File: src/spsf_map.svh
// register map, field positions, reset values and rate divisors of the spi flag and buffer block
// assumes inclusion by bare name from the package and the testbench
`ifndef SPSF_MAP_SVH
`define SPSF_MAP_SVH

// register indices; byte address is four times the index
`define SPSF_IDX_CTRL      8'h10
`define SPSF_IDX_STAT      8'h11
`define SPSF_IDX_DATA      8'h12
`define SPSF_ADDR_W        8

// control register fields
`define SPSF_CTRL_RXIE     7
`define SPSF_CTRL_MASTER   5
`define SPSF_CTRL_CPOL     4
`define SPSF_CTRL_ENABLE   1
`define SPSF_CTRL_TXIE     0
`define SPSF_CTRL_RESET    8'h20

// status and control register fields
`define SPSF_STAT_RXF      7
`define SPSF_STAT_ERROR_IRQ_ENABLE    6
`define SPSF_STAT_OVR      5
`define SPSF_STAT_MODE_FAULT_FLAG     4
`define SPSF_STAT_TXE      3
`define SPSF_STAT_MFEN     2
`define SPSF_STAT_RATE_HI  1
`define SPSF_STAT_RATE_LO  0

// master rate divisors for codes 00..11
`define SPSF_DIV_00        8'h02
`define SPSF_DIV_01        8'h08
`define SPSF_DIV_10        8'h20
`define SPSF_DIV_11        8'h80

// bits per transfer
`define SPSF_BITS          4'h8

// axi response codes
`define SPSF_RESP_OKAY     2'h0
`define SPSF_RESP_SLVERR   2'h2

`endif

File: src/spsf_pkg.sv
// types shared by the spi flag and buffer block
// assumes the map header sits beside it
package spsf_pkg;
  `include "spsf_map.svh"

  // transfer engine state
  typedef enum logic [0:0] {
    SPSF_IDLE = 1'b0,
    SPSF_BUSY = 1'b1
  } spsf_xfer_t;

  typedef logic [1:0] spsf_rate_t;
  typedef logic [7:0] spsf_byte_t;
endpackage : spsf_pkg

File: src/spsf_rate_div.sv
// master serial clock rate divider: one tick every divisor bus cycles
// assumes the caller toggles its serial clock once per tick
`timescale 1ns/10ps
module spsf_rate_div
  import spsf_pkg::*;
(
  input  wire logic              aclk,
  input  wire logic              aresetn,
  input  wire logic              run,
  input  wire spsf_pkg::spsf_rate_t rate_sel,
  output logic                   tick
);
  logic [7:0] div_val;
  logic [7:0] cnt_reg;

  // divisor table; half period is one divisor, so sck is clock over twice that
  always_comb begin
    case (rate_sel)
      2'b00:   div_val = `SPSF_DIV_00;
      2'b01:   div_val = `SPSF_DIV_01;
      2'b10:   div_val = `SPSF_DIV_10;
      default: div_val = `SPSF_DIV_11;
    endcase
  end

  assign tick = run && (cnt_reg == div_val - 8'h01);

  // counter restarts whenever the engine is not running
  always_ff @(posedge aclk) begin
    if (!aresetn || !run || tick) begin
      cnt_reg <= 8'h00;
    end else begin
      cnt_reg <= cnt_reg + 8'h01;
    end
  end
endmodule : spsf_rate_div

File: src/spsf_top.sv
// spi status flags, data buffers, minimal shift engine and axi4-lite register slave
// assumes serial pins are already synchronous to aclk; pad logic resolves the enables
//
// The implementer's own choice: the AXI4-Lite register port.
`timescale 1ns/10ps
// Function
// - receive-full sets when a finished byte lands in the receive buffer; interrupt if enabled.
// - any data register read, or reset, clears receive-full.
// - error interrupt enable gates overrun and mode-fault interrupts; reset clears it.
// - overrun sets when a new byte arrives before the previous one was read.
// - on overrun the held receive byte stays and the new byte is dropped.
// - overrun clears after status read seeing it, then data read; reset clears.
// - slave with detection on: select rising mid-transfer sets mode-fault.
// - master with detection on: select low at any time sets mode-fault.
// - mode-fault clears after status read seeing it, then data write; reset clears.
// - transmit-empty sets on each buffer-to-shifter load; interrupt if enabled; reset sets it.
// - idle engine loads a written byte and transmit-empty returns within two cycles.
// - an active slave defers the shifter load until its transfer ends.
// - detection enable only permits setting; clearing it keeps a set mode-fault.
// - master without detection ignores select, pin free for general use.
// - slave always uses select; detection off only stops mode-fault setting.
// - master rate field picks divisor 2, 8, 32, 128; ignored as slave; resets 00.
// - master serial clock equals base clock over twice the divisor.
// - data writes fill transmit buffer, reads return receive buffer; separate, undefined at reset.
// - receive and transmit interrupt enables live in control; reset clears both.
module spsf_top
  import spsf_pkg::*;
(
  input  wire logic        aclk,
  input  wire logic        aresetn,
  input  wire logic [31:0] s_axi_awaddr,
  input  wire logic        s_axi_awvalid,
  output logic             s_axi_awready,
  input  wire logic [31:0] s_axi_wdata,
  input  wire logic [3:0]  s_axi_wstrb,
  input  wire logic        s_axi_wvalid,
  output logic             s_axi_wready,
  output logic [1:0]       s_axi_bresp,
  output logic             s_axi_bvalid,
  input  wire logic        s_axi_bready,
  input  wire logic [31:0] s_axi_araddr,
  input  wire logic        s_axi_arvalid,
  output logic             s_axi_arready,
  output logic [31:0]      s_axi_rdata,
  output logic [1:0]       s_axi_rresp,
  output logic             s_axi_rvalid,
  input  wire logic        s_axi_rready,
  input  wire logic        sck_i,
  output logic             sck_o,
  output logic             sck_oe,
  input  wire logic        mosi_i,
  output logic             mosi_o,
  output logic             mosi_oe,
  input  wire logic        miso_i,
  output logic             miso_o,
  output logic             miso_oe,
  input  wire logic        ss_n_i,
  output logic             ss_gpio_free,
  output logic             irq
);
  // write channel holding
  logic        aw_full_reg;
  logic [7:0]  aw_idx_reg;
  logic        aw_ok_reg;
  logic        w_full_reg;
  logic [7:0]  w_data_reg;
  logic        w_lane_reg;
  logic        wr_fire;
  // register state
  logic [7:0]  ctrl_reg;
  logic        err_ie_reg;
  logic        mfen_reg;
  spsf_rate_t  rate_reg;
  spsf_byte_t  tx_buf_reg;
  spsf_byte_t  rx_buf_reg;
  logic        rx_full_reg;
  logic        ovr_reg;
  logic        mode_fault_flag_reg;
  logic        tx_empty_reg;
  logic        ovr_arm_reg;
  logic        mode_fault_flag_arm_reg;
  // engine state
  spsf_xfer_t  xfer_reg;
  spsf_byte_t  shift_reg;
  logic [3:0]  bit_cnt_reg;
  logic        rx_bit_reg;
  logic        sck_int_reg;
  logic        sck_prev_reg;
  logic        ss_prev_reg;
  // decoded strobes
  logic        is_master;
  logic        enabled;
  logic        rd_fire;
  logic [7:0]  ar_idx;
  logic        data_rd;
  logic        stat_rd;
  logic        data_wr;
  logic        tick;
  logic        lead_edge;
  logic        trail_edge;
  logic        load_go;
  logic        xfer_done;
  logic        mode_fault_flag_set;
  logic [7:0]  stat_val;

  assign is_master = ctrl_reg[`SPSF_CTRL_MASTER];
  assign enabled   = ctrl_reg[`SPSF_CTRL_ENABLE];

  // axi handshakes; one write and one read outstanding at most
  assign s_axi_awready = !aw_full_reg;
  assign s_axi_wready  = !w_full_reg;
  assign s_axi_arready = !s_axi_rvalid;
  assign wr_fire       = aw_full_reg && w_full_reg && !s_axi_bvalid;
  assign rd_fire       = s_axi_arvalid && s_axi_arready;
  assign ar_idx        = s_axi_araddr[`SPSF_ADDR_W+1:2];
  assign data_rd       = rd_fire && (s_axi_araddr[1:0] == 2'b00) && (ar_idx == `SPSF_IDX_DATA);
  assign stat_rd       = rd_fire && (s_axi_araddr[1:0] == 2'b00) && (ar_idx == `SPSF_IDX_STAT);
  assign data_wr       = wr_fire && aw_ok_reg && w_lane_reg && (aw_idx_reg == `SPSF_IDX_DATA);

  // address and data may arrive in either order
  always_ff @(posedge aclk) begin
    if (!aresetn) begin
      aw_full_reg <= 1'b0;
      aw_idx_reg  <= 8'h00;
      aw_ok_reg   <= 1'b0;
    end else if (s_axi_awvalid && s_axi_awready) begin
      aw_full_reg <= 1'b1;
      aw_idx_reg  <= s_axi_awaddr[`SPSF_ADDR_W+1:2];
      aw_ok_reg   <= (s_axi_awaddr[31:`SPSF_ADDR_W+2] == '0) && (s_axi_awaddr[1:0] == 2'b00);
    end else if (wr_fire) begin
      aw_full_reg <= 1'b0;
    end
  end

  always_ff @(posedge aclk) begin
    if (!aresetn) begin
      w_full_reg <= 1'b0;
      w_data_reg <= 8'h00;
      w_lane_reg <= 1'b0;
    end else if (s_axi_wvalid && s_axi_wready) begin
      w_full_reg <= 1'b1;
      w_data_reg <= s_axi_wdata[7:0];
      w_lane_reg <= s_axi_wstrb[0]; // only byte lane 0 carries register bits
    end else if (wr_fire) begin
      w_full_reg <= 1'b0;
    end
  end

  // write response; unmapped index answers slverr
  always_ff @(posedge aclk) begin
    if (!aresetn) begin
      s_axi_bvalid <= 1'b0;
      s_axi_bresp  <= `SPSF_RESP_OKAY;
    end else if (wr_fire) begin
      s_axi_bvalid <= 1'b1;
      s_axi_bresp  <= (aw_ok_reg && (aw_idx_reg == `SPSF_IDX_CTRL || aw_idx_reg == `SPSF_IDX_STAT
                       || aw_idx_reg == `SPSF_IDX_DATA)) ? `SPSF_RESP_OKAY : `SPSF_RESP_SLVERR;
    end else if (s_axi_bready) begin
      s_axi_bvalid <= 1'b0;
    end
  end

  // control and writable status fields
  always_ff @(posedge aclk) begin
    if (!aresetn) begin
      ctrl_reg   <= `SPSF_CTRL_RESET;
      err_ie_reg <= 1'b0;
      mfen_reg   <= 1'b0;
      rate_reg   <= 2'b00;
    end else if (wr_fire && aw_ok_reg && w_lane_reg) begin
      if (aw_idx_reg == `SPSF_IDX_CTRL) begin
        ctrl_reg <= w_data_reg;
      end else if (aw_idx_reg == `SPSF_IDX_STAT) begin
        err_ie_reg <= w_data_reg[`SPSF_STAT_ERROR_IRQ_ENABLE];
        mfen_reg   <= w_data_reg[`SPSF_STAT_MFEN];
        rate_reg   <= w_data_reg[`SPSF_STAT_RATE_HI:`SPSF_STAT_RATE_LO];
      end
    end
  end

  assign stat_val = {rx_full_reg, err_ie_reg, ovr_reg, mode_fault_flag_reg, tx_empty_reg, mfen_reg, rate_reg};

  // read data registered one cycle after the address is taken
  always_ff @(posedge aclk) begin
    if (!aresetn) begin
      s_axi_rvalid <= 1'b0;
      s_axi_rdata  <= 32'h0000_0000;
      s_axi_rresp  <= `SPSF_RESP_OKAY;
    end else if (rd_fire) begin
      s_axi_rvalid <= 1'b1;
      s_axi_rresp  <= `SPSF_RESP_OKAY;
      if (s_axi_araddr[1:0] != 2'b00 || s_axi_araddr[31:`SPSF_ADDR_W+2] != '0) begin
        s_axi_rdata <= 32'h0000_0000;
        s_axi_rresp <= `SPSF_RESP_SLVERR;
      end else if (ar_idx == `SPSF_IDX_CTRL) begin
        s_axi_rdata <= {24'h000000, ctrl_reg};
      end else if (ar_idx == `SPSF_IDX_STAT) begin
        s_axi_rdata <= {24'h000000, stat_val};
      end else if (ar_idx == `SPSF_IDX_DATA) begin
        s_axi_rdata <= {24'h000000, rx_buf_reg};
      end else begin
        s_axi_rdata <= 32'h0000_0000;
        s_axi_rresp <= `SPSF_RESP_SLVERR;
      end
    end else if (s_axi_rready) begin
      s_axi_rvalid <= 1'b0;
    end
  end

  // transmit buffer has no reset: contents undefined until first write
  always_ff @(posedge aclk) begin
    if (data_wr) begin
      tx_buf_reg <= w_data_reg;
    end
  end

  // load when buffer full and engine idle; a busy slave waits for its end
  assign load_go = enabled && !tx_empty_reg && (xfer_reg == SPSF_IDLE);

  // transmit-empty: load sets it, data write drops it, set wins
  always_ff @(posedge aclk) begin
    if (!aresetn) begin
      tx_empty_reg <= 1'b1;
    end else if (load_go) begin
      tx_empty_reg <= 1'b1;
    end else if (data_wr) begin
      tx_empty_reg <= 1'b0;
    end
  end

  spsf_rate_div u_rate_div (
    .aclk     (aclk),
    .aresetn  (aresetn),
    .run      (is_master && (xfer_reg == SPSF_BUSY)),
    .rate_sel (rate_reg),
    .tick     (tick)
  );

  // edges: master from the divider, slave from sck while selected
  always_comb begin
    lead_edge  = 1'b0;
    trail_edge = 1'b0;
    if (is_master) begin
      lead_edge  = tick && (sck_int_reg == ctrl_reg[`SPSF_CTRL_CPOL]);
      trail_edge = tick && (sck_int_reg != ctrl_reg[`SPSF_CTRL_CPOL]);
    end else if (enabled && !ss_n_i && (sck_i != sck_prev_reg)) begin
      lead_edge  = (sck_i != ctrl_reg[`SPSF_CTRL_CPOL]);
      trail_edge = (sck_i == ctrl_reg[`SPSF_CTRL_CPOL]);
    end
  end

  assign xfer_done = trail_edge && (xfer_reg == SPSF_BUSY) && (bit_cnt_reg == `SPSF_BITS);

  // engine state; a master fault aborts so two masters stop fighting
  always_ff @(posedge aclk) begin
    if (!aresetn || !enabled) begin
      xfer_reg <= SPSF_IDLE;
    end else begin
      case (xfer_reg)
        SPSF_IDLE: begin
          if ((is_master && load_go) || (!is_master && lead_edge)) begin
            xfer_reg <= SPSF_BUSY;
          end
        end
        SPSF_BUSY: begin
          if (xfer_done || (is_master && mode_fault_flag_set)) begin
            xfer_reg <= SPSF_IDLE;
          end
        end
        default: xfer_reg <= SPSF_IDLE;
      endcase
    end
  end

  // shifter: sample on leading edge, shift on trailing edge, msb first
  always_ff @(posedge aclk) begin
    if (!aresetn) begin
      shift_reg   <= 8'h00;
      bit_cnt_reg <= 4'h0;
      rx_bit_reg  <= 1'b0;
    end else if (load_go) begin
      shift_reg   <= tx_buf_reg;
      bit_cnt_reg <= 4'h0;
    end else if (xfer_done || xfer_reg == SPSF_IDLE) begin
      shift_reg   <= xfer_done ? {shift_reg[6:0], rx_bit_reg} : shift_reg;
      bit_cnt_reg <= (lead_edge && !is_master) ? 4'h1 : 4'h0;
      rx_bit_reg  <= (lead_edge && !is_master) ? mosi_i : rx_bit_reg;
    end else if (lead_edge) begin
      rx_bit_reg  <= is_master ? miso_i : mosi_i;
      bit_cnt_reg <= bit_cnt_reg + 4'h1;
    end else if (trail_edge) begin
      shift_reg <= {shift_reg[6:0], rx_bit_reg};
    end
  end

  // serial clock and pin history
  always_ff @(posedge aclk) begin
    if (!aresetn) begin
      sck_int_reg  <= 1'b0;
      sck_prev_reg <= 1'b0;
      ss_prev_reg  <= 1'b1;
    end else begin
      sck_int_reg  <= (xfer_reg == SPSF_IDLE) ? ctrl_reg[`SPSF_CTRL_CPOL] :
                      (tick ? !sck_int_reg : sck_int_reg);
      sck_prev_reg <= sck_i;
      ss_prev_reg  <= ss_n_i;
    end
  end

  // receive buffer keeps old byte on overrun; no reset, undefined until first byte
  always_ff @(posedge aclk) begin
    if (xfer_done && !rx_full_reg) begin
      rx_buf_reg <= {shift_reg[6:0], rx_bit_reg};
    end
  end

  // receive-full: completion sets, any data read clears, set wins
  always_ff @(posedge aclk) begin
    if (!aresetn) begin
      rx_full_reg <= 1'b0;
    end else if (xfer_done) begin
      rx_full_reg <= 1'b1;
    end else if (data_rd) begin
      rx_full_reg <= 1'b0;
    end
  end

  // overrun arms on a status read that sees it, clears on a later data read
  always_ff @(posedge aclk) begin
    if (!aresetn) begin
      ovr_reg     <= 1'b0;
      ovr_arm_reg <= 1'b0;
    end else if (xfer_done && rx_full_reg) begin
      ovr_reg     <= 1'b1;
      ovr_arm_reg <= 1'b0;
    end else if (stat_rd) begin
      ovr_arm_reg <= ovr_reg;
    end else if (data_rd && ovr_arm_reg) begin
      ovr_reg     <= 1'b0;
      ovr_arm_reg <= 1'b0;
    end
  end

  // fault sources; master without detection ignores select entirely
  assign mode_fault_flag_set = enabled && mfen_reg &&
                    ((is_master && !ss_n_i) ||
                     (!is_master && (xfer_reg == SPSF_BUSY) && ss_n_i && !ss_prev_reg));

  always_ff @(posedge aclk) begin
    if (!aresetn) begin
      mode_fault_flag_reg     <= 1'b0;
      mode_fault_flag_arm_reg <= 1'b0;
    end else if (mode_fault_flag_set) begin
      mode_fault_flag_reg     <= 1'b1;
      mode_fault_flag_arm_reg <= 1'b0;
    end else if (stat_rd) begin
      mode_fault_flag_arm_reg <= mode_fault_flag_reg;
    end else if (data_wr && mode_fault_flag_arm_reg) begin
      mode_fault_flag_reg     <= 1'b0;
      mode_fault_flag_arm_reg <= 1'b0;
    end
  end

  // pins: master drives sck and mosi, selected slave drives miso
  assign sck_o        = sck_int_reg;
  assign sck_oe       = enabled && is_master;
  assign mosi_o       = shift_reg[7];
  assign mosi_oe      = enabled && is_master;
  assign miso_o       = shift_reg[7];
  assign miso_oe      = enabled && !is_master && !ss_n_i;
  assign ss_gpio_free = !enabled || (is_master && !mfen_reg);

  // one level request while any enabled flag stands
  assign irq = (rx_full_reg && ctrl_reg[`SPSF_CTRL_RXIE]) ||
               (tx_empty_reg && ctrl_reg[`SPSF_CTRL_TXIE]) ||
               (err_ie_reg && (ovr_reg || mode_fault_flag_reg));
endmodule : spsf_top

File: config.mk
export PLATFORM = sky130hd
export DESIGN_NAME = spsf_top
export DESIGN_NICKNAME = d
export VERILOG_FILES = /design/src/spsf_pkg.sv /design/src/spsf_rate_div.sv /design/src/spsf_top.sv
export VERILOG_INCLUDE_DIRS = /design/src /design/src/src
export SDC_FILE = /design/constraint.sdc
export NUM_CORES = 1
export LEC_CHECK = 0
export BUFFER_PORTS_ARGS = -buffer_cell sky130_fd_sc_hd__buf_2
export CORE_AREA = 2 2 132 82
export CTS_CLUSTER_DIAMETER = 50
export DETAILED_ROUTE_END_ITERATION = 8
export DIE_AREA = 0 0 134 84
export PLACE_DENSITY = 0.81
export SETUP_SLACK_MARGIN = 0.1
export SKIP_LAST_GASP = 1
export SLEW_MARGIN = 0
export SYNTH_ARGS = -nofsm -noshare
export SYNTH_HDL_FRONTEND = slang
export SYNTH_SLANG_ARGS = --single-unit
File: constraint.sdc
create_clock -name aclk -period 3.13 [get_ports aclk]
set_input_delay 0.4695 -clock aclk [delete_from_list [all_inputs] [get_ports aclk]]
set_output_delay 0.4695 -clock aclk [all_outputs]
set_load 0.01 [all_outputs]
==> impl_results.html <==
<table>
<tr><th>Metric</th><th>Value</th></tr>
<tr><th colspan="2">Worst setup path</th></tr>
<tr><td>End of the worst register-to-register path</td><td>rx_buf_reg[2]</td></tr>
<tr><td>R2r startpoint</td><td>rate_reg[0]</td></tr>
<tr><td>Crit path capture type</td><td>flop</td></tr>
<tr><td>Total buffers and inverters traversed by the critical path</td><td>1</td></tr>
<tr><td>Largest fanout of any net on the critical path</td><td>9</td></tr>
<tr><td>Slowest stage cell, crit path</td><td>sky130_fd_sc_hd__nor4_1</td></tr>
<tr><td>Number of cells traversed by the worst register-to-register path</td><td>8</td></tr>
<tr><td>Arrival time at the worst endpoint</td><td>between 2000 and 3000 ps</td></tr>
<tr><td>Required time worst endpoint</td><td>between 3000 and 4000 ps</td></tr>
<tr><td>Crit-path leading delay family</td><td>simple AND/OR/NAND/NOR gates</td></tr>
<tr><td>CP startpoint kind</td><td>flop</td></tr>
<tr><td>Worst Setup Path Type</td><td>flop to flop</td></tr>
<tr><td>Cell-by-cell trace of the critical path</td><td>or2_2, ha_1, xnor2_1, nor4_1, o21a_2, o21ai_2, nor2_1, buf_4</td></tr>
<tr><td>Slowest cell delay on critical path</td><td>440 ps</td></tr>
<tr><td>Slack of the worst reg-to-reg path</td><td>540 ps</td></tr>
<tr><th colspan="2">Yosys</th></tr>
<tr><td>Top cells by count, synth</td><td>sky130_fd_sc_hd__dfxtp_1, sky130_fd_sc_hd__nand2_1, sky130_fd_sc_hd__nor2_1</td></tr>
<tr><td>Most instantiated library cell after synthesis</td><td>sky130_fd_sc_hd__dfxtp_1</td></tr>
<tr><td>Fraction of registers with async set/reset</td><td>0%</td></tr>
<tr><td>Top cells by area in the synthesized netlist</td><td>sky130_fd_sc_hd__dfxtp_1, sky130_fd_sc_hd__edfxtp_1, sky130_fd_sc_hd__nand2_1, sky130_fd_sc_hd__buf_4, sky130_fd_sc_hd__nor2_1</td></tr>
<tr><td>Proportion of synthesized chip area in sequential cells</td><td>44.7%</td></tr>
<tr><td>Warnings from Yosys</td><td>0</td></tr>
<tr><td>Mean Syn Cell Area</td><td>8.74 um2</td></tr>
<tr><td>Proportion of netlist area held by the largest area contributor</td><td>approximately 34%</td></tr>
<tr><td>Post-synthesis cell type with the largest combined area</td><td>sky130_fd_sc_hd__dfxtp_1</td></tr>
<tr><td>Post-Syn Area</td><td>~0.0044 mm2</td></tr>
<tr><td>Count of flip-flops with a built-in enable after synthesis</td><td>16</td></tr>
<tr><td>Register bit total from synthesis</td><td>91</td></tr>
<tr><td>Ys flop type</td><td>sky130_fd_sc_hd__dfxtp_1</td></tr>
<tr><td>Distinct cells, synth</td><td>64</td></tr>
<tr><td>Syn Inst Count</td><td>507</td></tr>
<tr><th colspan="2">Clock network</th></tr>
<tr><td>Clock root buffer</td><td>sky130_fd_sc_hd__clkbuf_16</td></tr>
<tr><td>Sinks on Clock Net</td><td>91</td></tr>
<tr><td>Insertion delay to the later sink of the worst-skew pair</td><td>between 300 and 400 ps</td></tr>
<tr><td>TritonCTS clock tree</td><td>yes</td></tr>
<tr><td>TritonCTS buffer count</td><td>9</td></tr>
<tr><td>CTS H-Tree Depth</td><td>3</td></tr>
<tr><td>Number of post-CTS setup repair buffers</td><td>0</td></tr>
<tr><td>Hold buffers post-CTS</td><td>0</td></tr>
<tr><td>Clock slew seen by the registers of the worst setup and hold paths</td><td>around 60 ps</td></tr>
<tr><td>Clock Path Buffers</td><td>2</td></tr>
<tr><td>Total of cells resized after clock tree synthesis</td><td>0</td></tr>
<tr><th colspan="2">STA</th></tr>
<tr><td>Shortest clock period the worst path allows after layout</td><td>2590 ps</td></tr>
<tr><td>Worst slew margin</td><td>between 40% and 50%</td></tr>
<tr><td>Final Skew</td><td>7.92 ps</td></tr>
<tr><td>Final setup violation count</td><td>0</td></tr>
<tr><td>Hold Violations, Final</td><td>0</td></tr>
<tr><td>Sum of negative setup slack</td><td>0 ps</td></tr>
<tr><td>Worst path setup slack after routing</td><td>544 ps</td></tr>
<tr><td>RSZ-0062 raised after global routing</td><td>no</td></tr>
<tr><td>Period utilisation layout</td><td>82.6%</td></tr>
<tr><td>Peak Freq</td><td>0.387 GHz</td></tr>
<tr><td>Transition time at the pin with the least slew margin</td><td>780 ps</td></tr>
<tr><td>Pins Over Slew Limit</td><td>0</td></tr>
<tr><th colspan="2">Global routing</th></tr>
<tr><td>Number of global-route vias before repair</td><td>3652</td></tr>
<tr><td>First-pass GRT wire length</td><td>18100 um</td></tr>
<tr><td>Total routing usage reported by global routing</td><td>roughly a fifth</td></tr>
<tr><td>Overflow left after global routing</td><td>0</td></tr>
<tr><td>Initial antenna violation count</td><td>0</td></tr>
<tr><td>Largest net degree at the start of global routing</td><td>between 40 and 50</td></tr>
<tr><th colspan="2">Floorplanning</th></tr>
<tr><td>Die height</td><td>84 um</td></tr>
<tr><td>Effective utilization at floorplan</td><td>43.4%</td></tr>
<tr><td>Num ports</td><td>160</td></tr>
<tr><td># rows</td><td>29</td></tr>
<tr><td>Floorplan Core Area</td><td>roughly 0.01 mm2</td></tr>
<tr><td>Total Die Area</td><td>0.0113 mm2</td></tr>
<tr><td>Die width</td><td>between 100 and 150 um</td></tr>
<tr><th colspan="2">Hold path</th></tr>
<tr><td>Worst hold start</td><td>s_axi_rready</td></tr>
<tr><td>Endpoint of the worst hold-timing path</td><td>s_axi_rvalid</td></tr>
<tr><td>Min-Delay Path Depth</td><td>2</td></tr>
<tr><td>Classification of the worst-slack hold path</td><td>primary input to flop</td></tr>
<tr><th colspan="2">Detailed routing</th></tr>
<tr><td>Remaining DRCs</td><td>0</td></tr>
<tr><td>Iteration-0 DRC Markers</td><td>approximately 430</td></tr>
<tr><td>Detailed Route WL</td><td>~11000 um</td></tr>
<tr><td>Remaining antenna violation count after routing</td><td>0</td></tr>
<tr><td>DR WL/cell</td><td>14.7 um</td></tr>
<tr><td>DR vias/cell</td><td>5.31</td></tr>
<tr><td>Detailed-route via count</td><td>3985</td></tr>
<tr><td>Router iterations before antenna repair</td><td>5</td></tr>
<tr><th colspan="2">Power</th></tr>
<tr><td>Pwr/cell area</td><td>478 mW/mm2</td></tr>
<tr><td>Total Power</td><td>~0.0025 W</td></tr>
<tr><td>Leak Pwr</td><td>2.20 nW</td></tr>
<tr><td>Worst supply voltage drop on vdd</td><td>0.000298 V</td></tr>
<tr><th colspan="2">Place</th></tr>
<tr><td># port buffers</td><td>106</td></tr>
<tr><td>Placement Setup Slack</td><td>582 ps</td></tr>
<tr><td>Placer's final routability congestion estimate</td><td>0.910</td></tr>
<tr><td>Detail Placement HPWL</td><td>8320 um</td></tr>
<tr><th colspan="2">Cells and area</th></tr>
<tr><td>Area growth syn-to-layout</td><td>19.6%</td></tr>
<tr><td>Share of final-layout standard cells stronger than drive strength 1</td><td>23.2%</td></tr>
<tr><td>Final layout net count</td><td>722</td></tr>
<tr><td>Final core utilization</td><td>51.9%</td></tr>
<tr><td>Inserted Diodes</td><td>0</td></tr>
<tr><th colspan="2">Run</th></tr>
<tr><td>Max-cap violations</td><td>0</td></tr>
<tr><th colspan="2">Outcome</th></tr>
<tr><td>Result of the run</td><td>finished, final reports clean</td></tr>
</table>
==> stage by stage <==
stage               std cells  cell area [um2]  hold slack [ps]
floorplan                 532             4520              400
global placement          735             4980              416
detailed placement        735             4980              418
CTS                       751             5300              300
global route              751             5300              307
finish                    751             5300              308
==> final cells by class <==
type,instances,area [um2]
clock inverters,6,62.6
repair buffers,113,583
fillers,935,4900
inverters,16,60.1
multi-input cells,376,2180
well taps,139,174
flip-flops and latches,91,1980
clock buffers,10,250
==> how the worst max path moves through the flow <==
stage	start	to	slack, ps	depth (start not counted)
global route	rate_reg[0]	u_rate_div.cnt_reg[2]	380	7
floorplan	rate_reg[1]	rx_buf_reg[0]	630	7
finish	rate_reg[0]	rx_buf_reg[2]	540	8
CTS	rate_reg[0]	rx_buf_reg[2]	560	8
detailed placement	rate_reg[0]	rx_buf_reg[5]	580	8
global placement	rate_reg[0]	rx_buf_reg[0]	650	8
==> where the power goes <==
group | total (W) | internal [W] | switching [W] | leakage, nW
clock | 0.00113 | 0.000664 | 0.000461 | 0.149
combinational | 0.000178 | 0.0000737 | 0.000104 | 1.31
sequential | 0.00123 | 0.00121 | 0.0000183 | 0.737
total | 0.00253 | 0.00195 | 0.000583 | 2.20
==> cell usage in the layout, fill, tap and decap left out, types with 6 or more instances in the layout <==
master / instances
sky130_fd_sc_hd__xor2_1: 8
sky130_fd_sc_hd__o21ai_0: 24
sky130_fd_sc_hd__edfxtp_1: 16
sky130_fd_sc_hd__buf_4: 7
sky130_fd_sc_hd__nand2_1: 69
sky130_fd_sc_hd__nor4_1: 13
sky130_fd_sc_hd__a21o_1: 6
sky130_fd_sc_hd__nor2b_1: 7
sky130_fd_sc_hd__a21oi_1: 29
sky130_fd_sc_hd__conb_1: 26
sky130_fd_sc_hd__nand4b_1: 6
sky130_fd_sc_hd__and3_1: 10
sky130_fd_sc_hd__mux2i_1: 15
sky130_fd_sc_hd__inv_1: 15
sky130_fd_sc_hd__a22oi_1: 9
sky130_fd_sc_hd__nand3_1: 30
sky130_fd_sc_hd__buf_2: 106
sky130_fd_sc_hd__nor3_1: 6
sky130_fd_sc_hd__dfxtp_1: 75
sky130_fd_sc_hd__nor2_1: 47
sky130_fd_sc_hd__clkbuf_16: 10
==> layer usage <==
metal  wire length (um)  global-route usage [%]  part of all wire, %  vias up
li1                   -                       -                    -     1953
met4                 82                    3.58                 0.74        0
met5                  0                       0                    0        -
met2               4670                    29.2                   42      163
met3                939                    7.23                  8.5       12
met1               5350                    29.2                   48     1857
==> logic make-up (layout without fill, tap and decap cells) <==
group / Yosys count / in the layout / synth area share [%]
flops: 91 / 91 / 44.7
other cells: 1 / 26 / 0.0847
xor+xnor: 11 / 11 / 2.18
buf+inv: 65 / 145 / 8.05
simple gates: 218 / 218 / 25.0
fa+ha+maj: 4 / 4 / 1.13
mux: 15 / 15 / 3.39
compound gates: 102 / 102 / 15.4
Note: power is estimated with default switching activity, not from simulation.
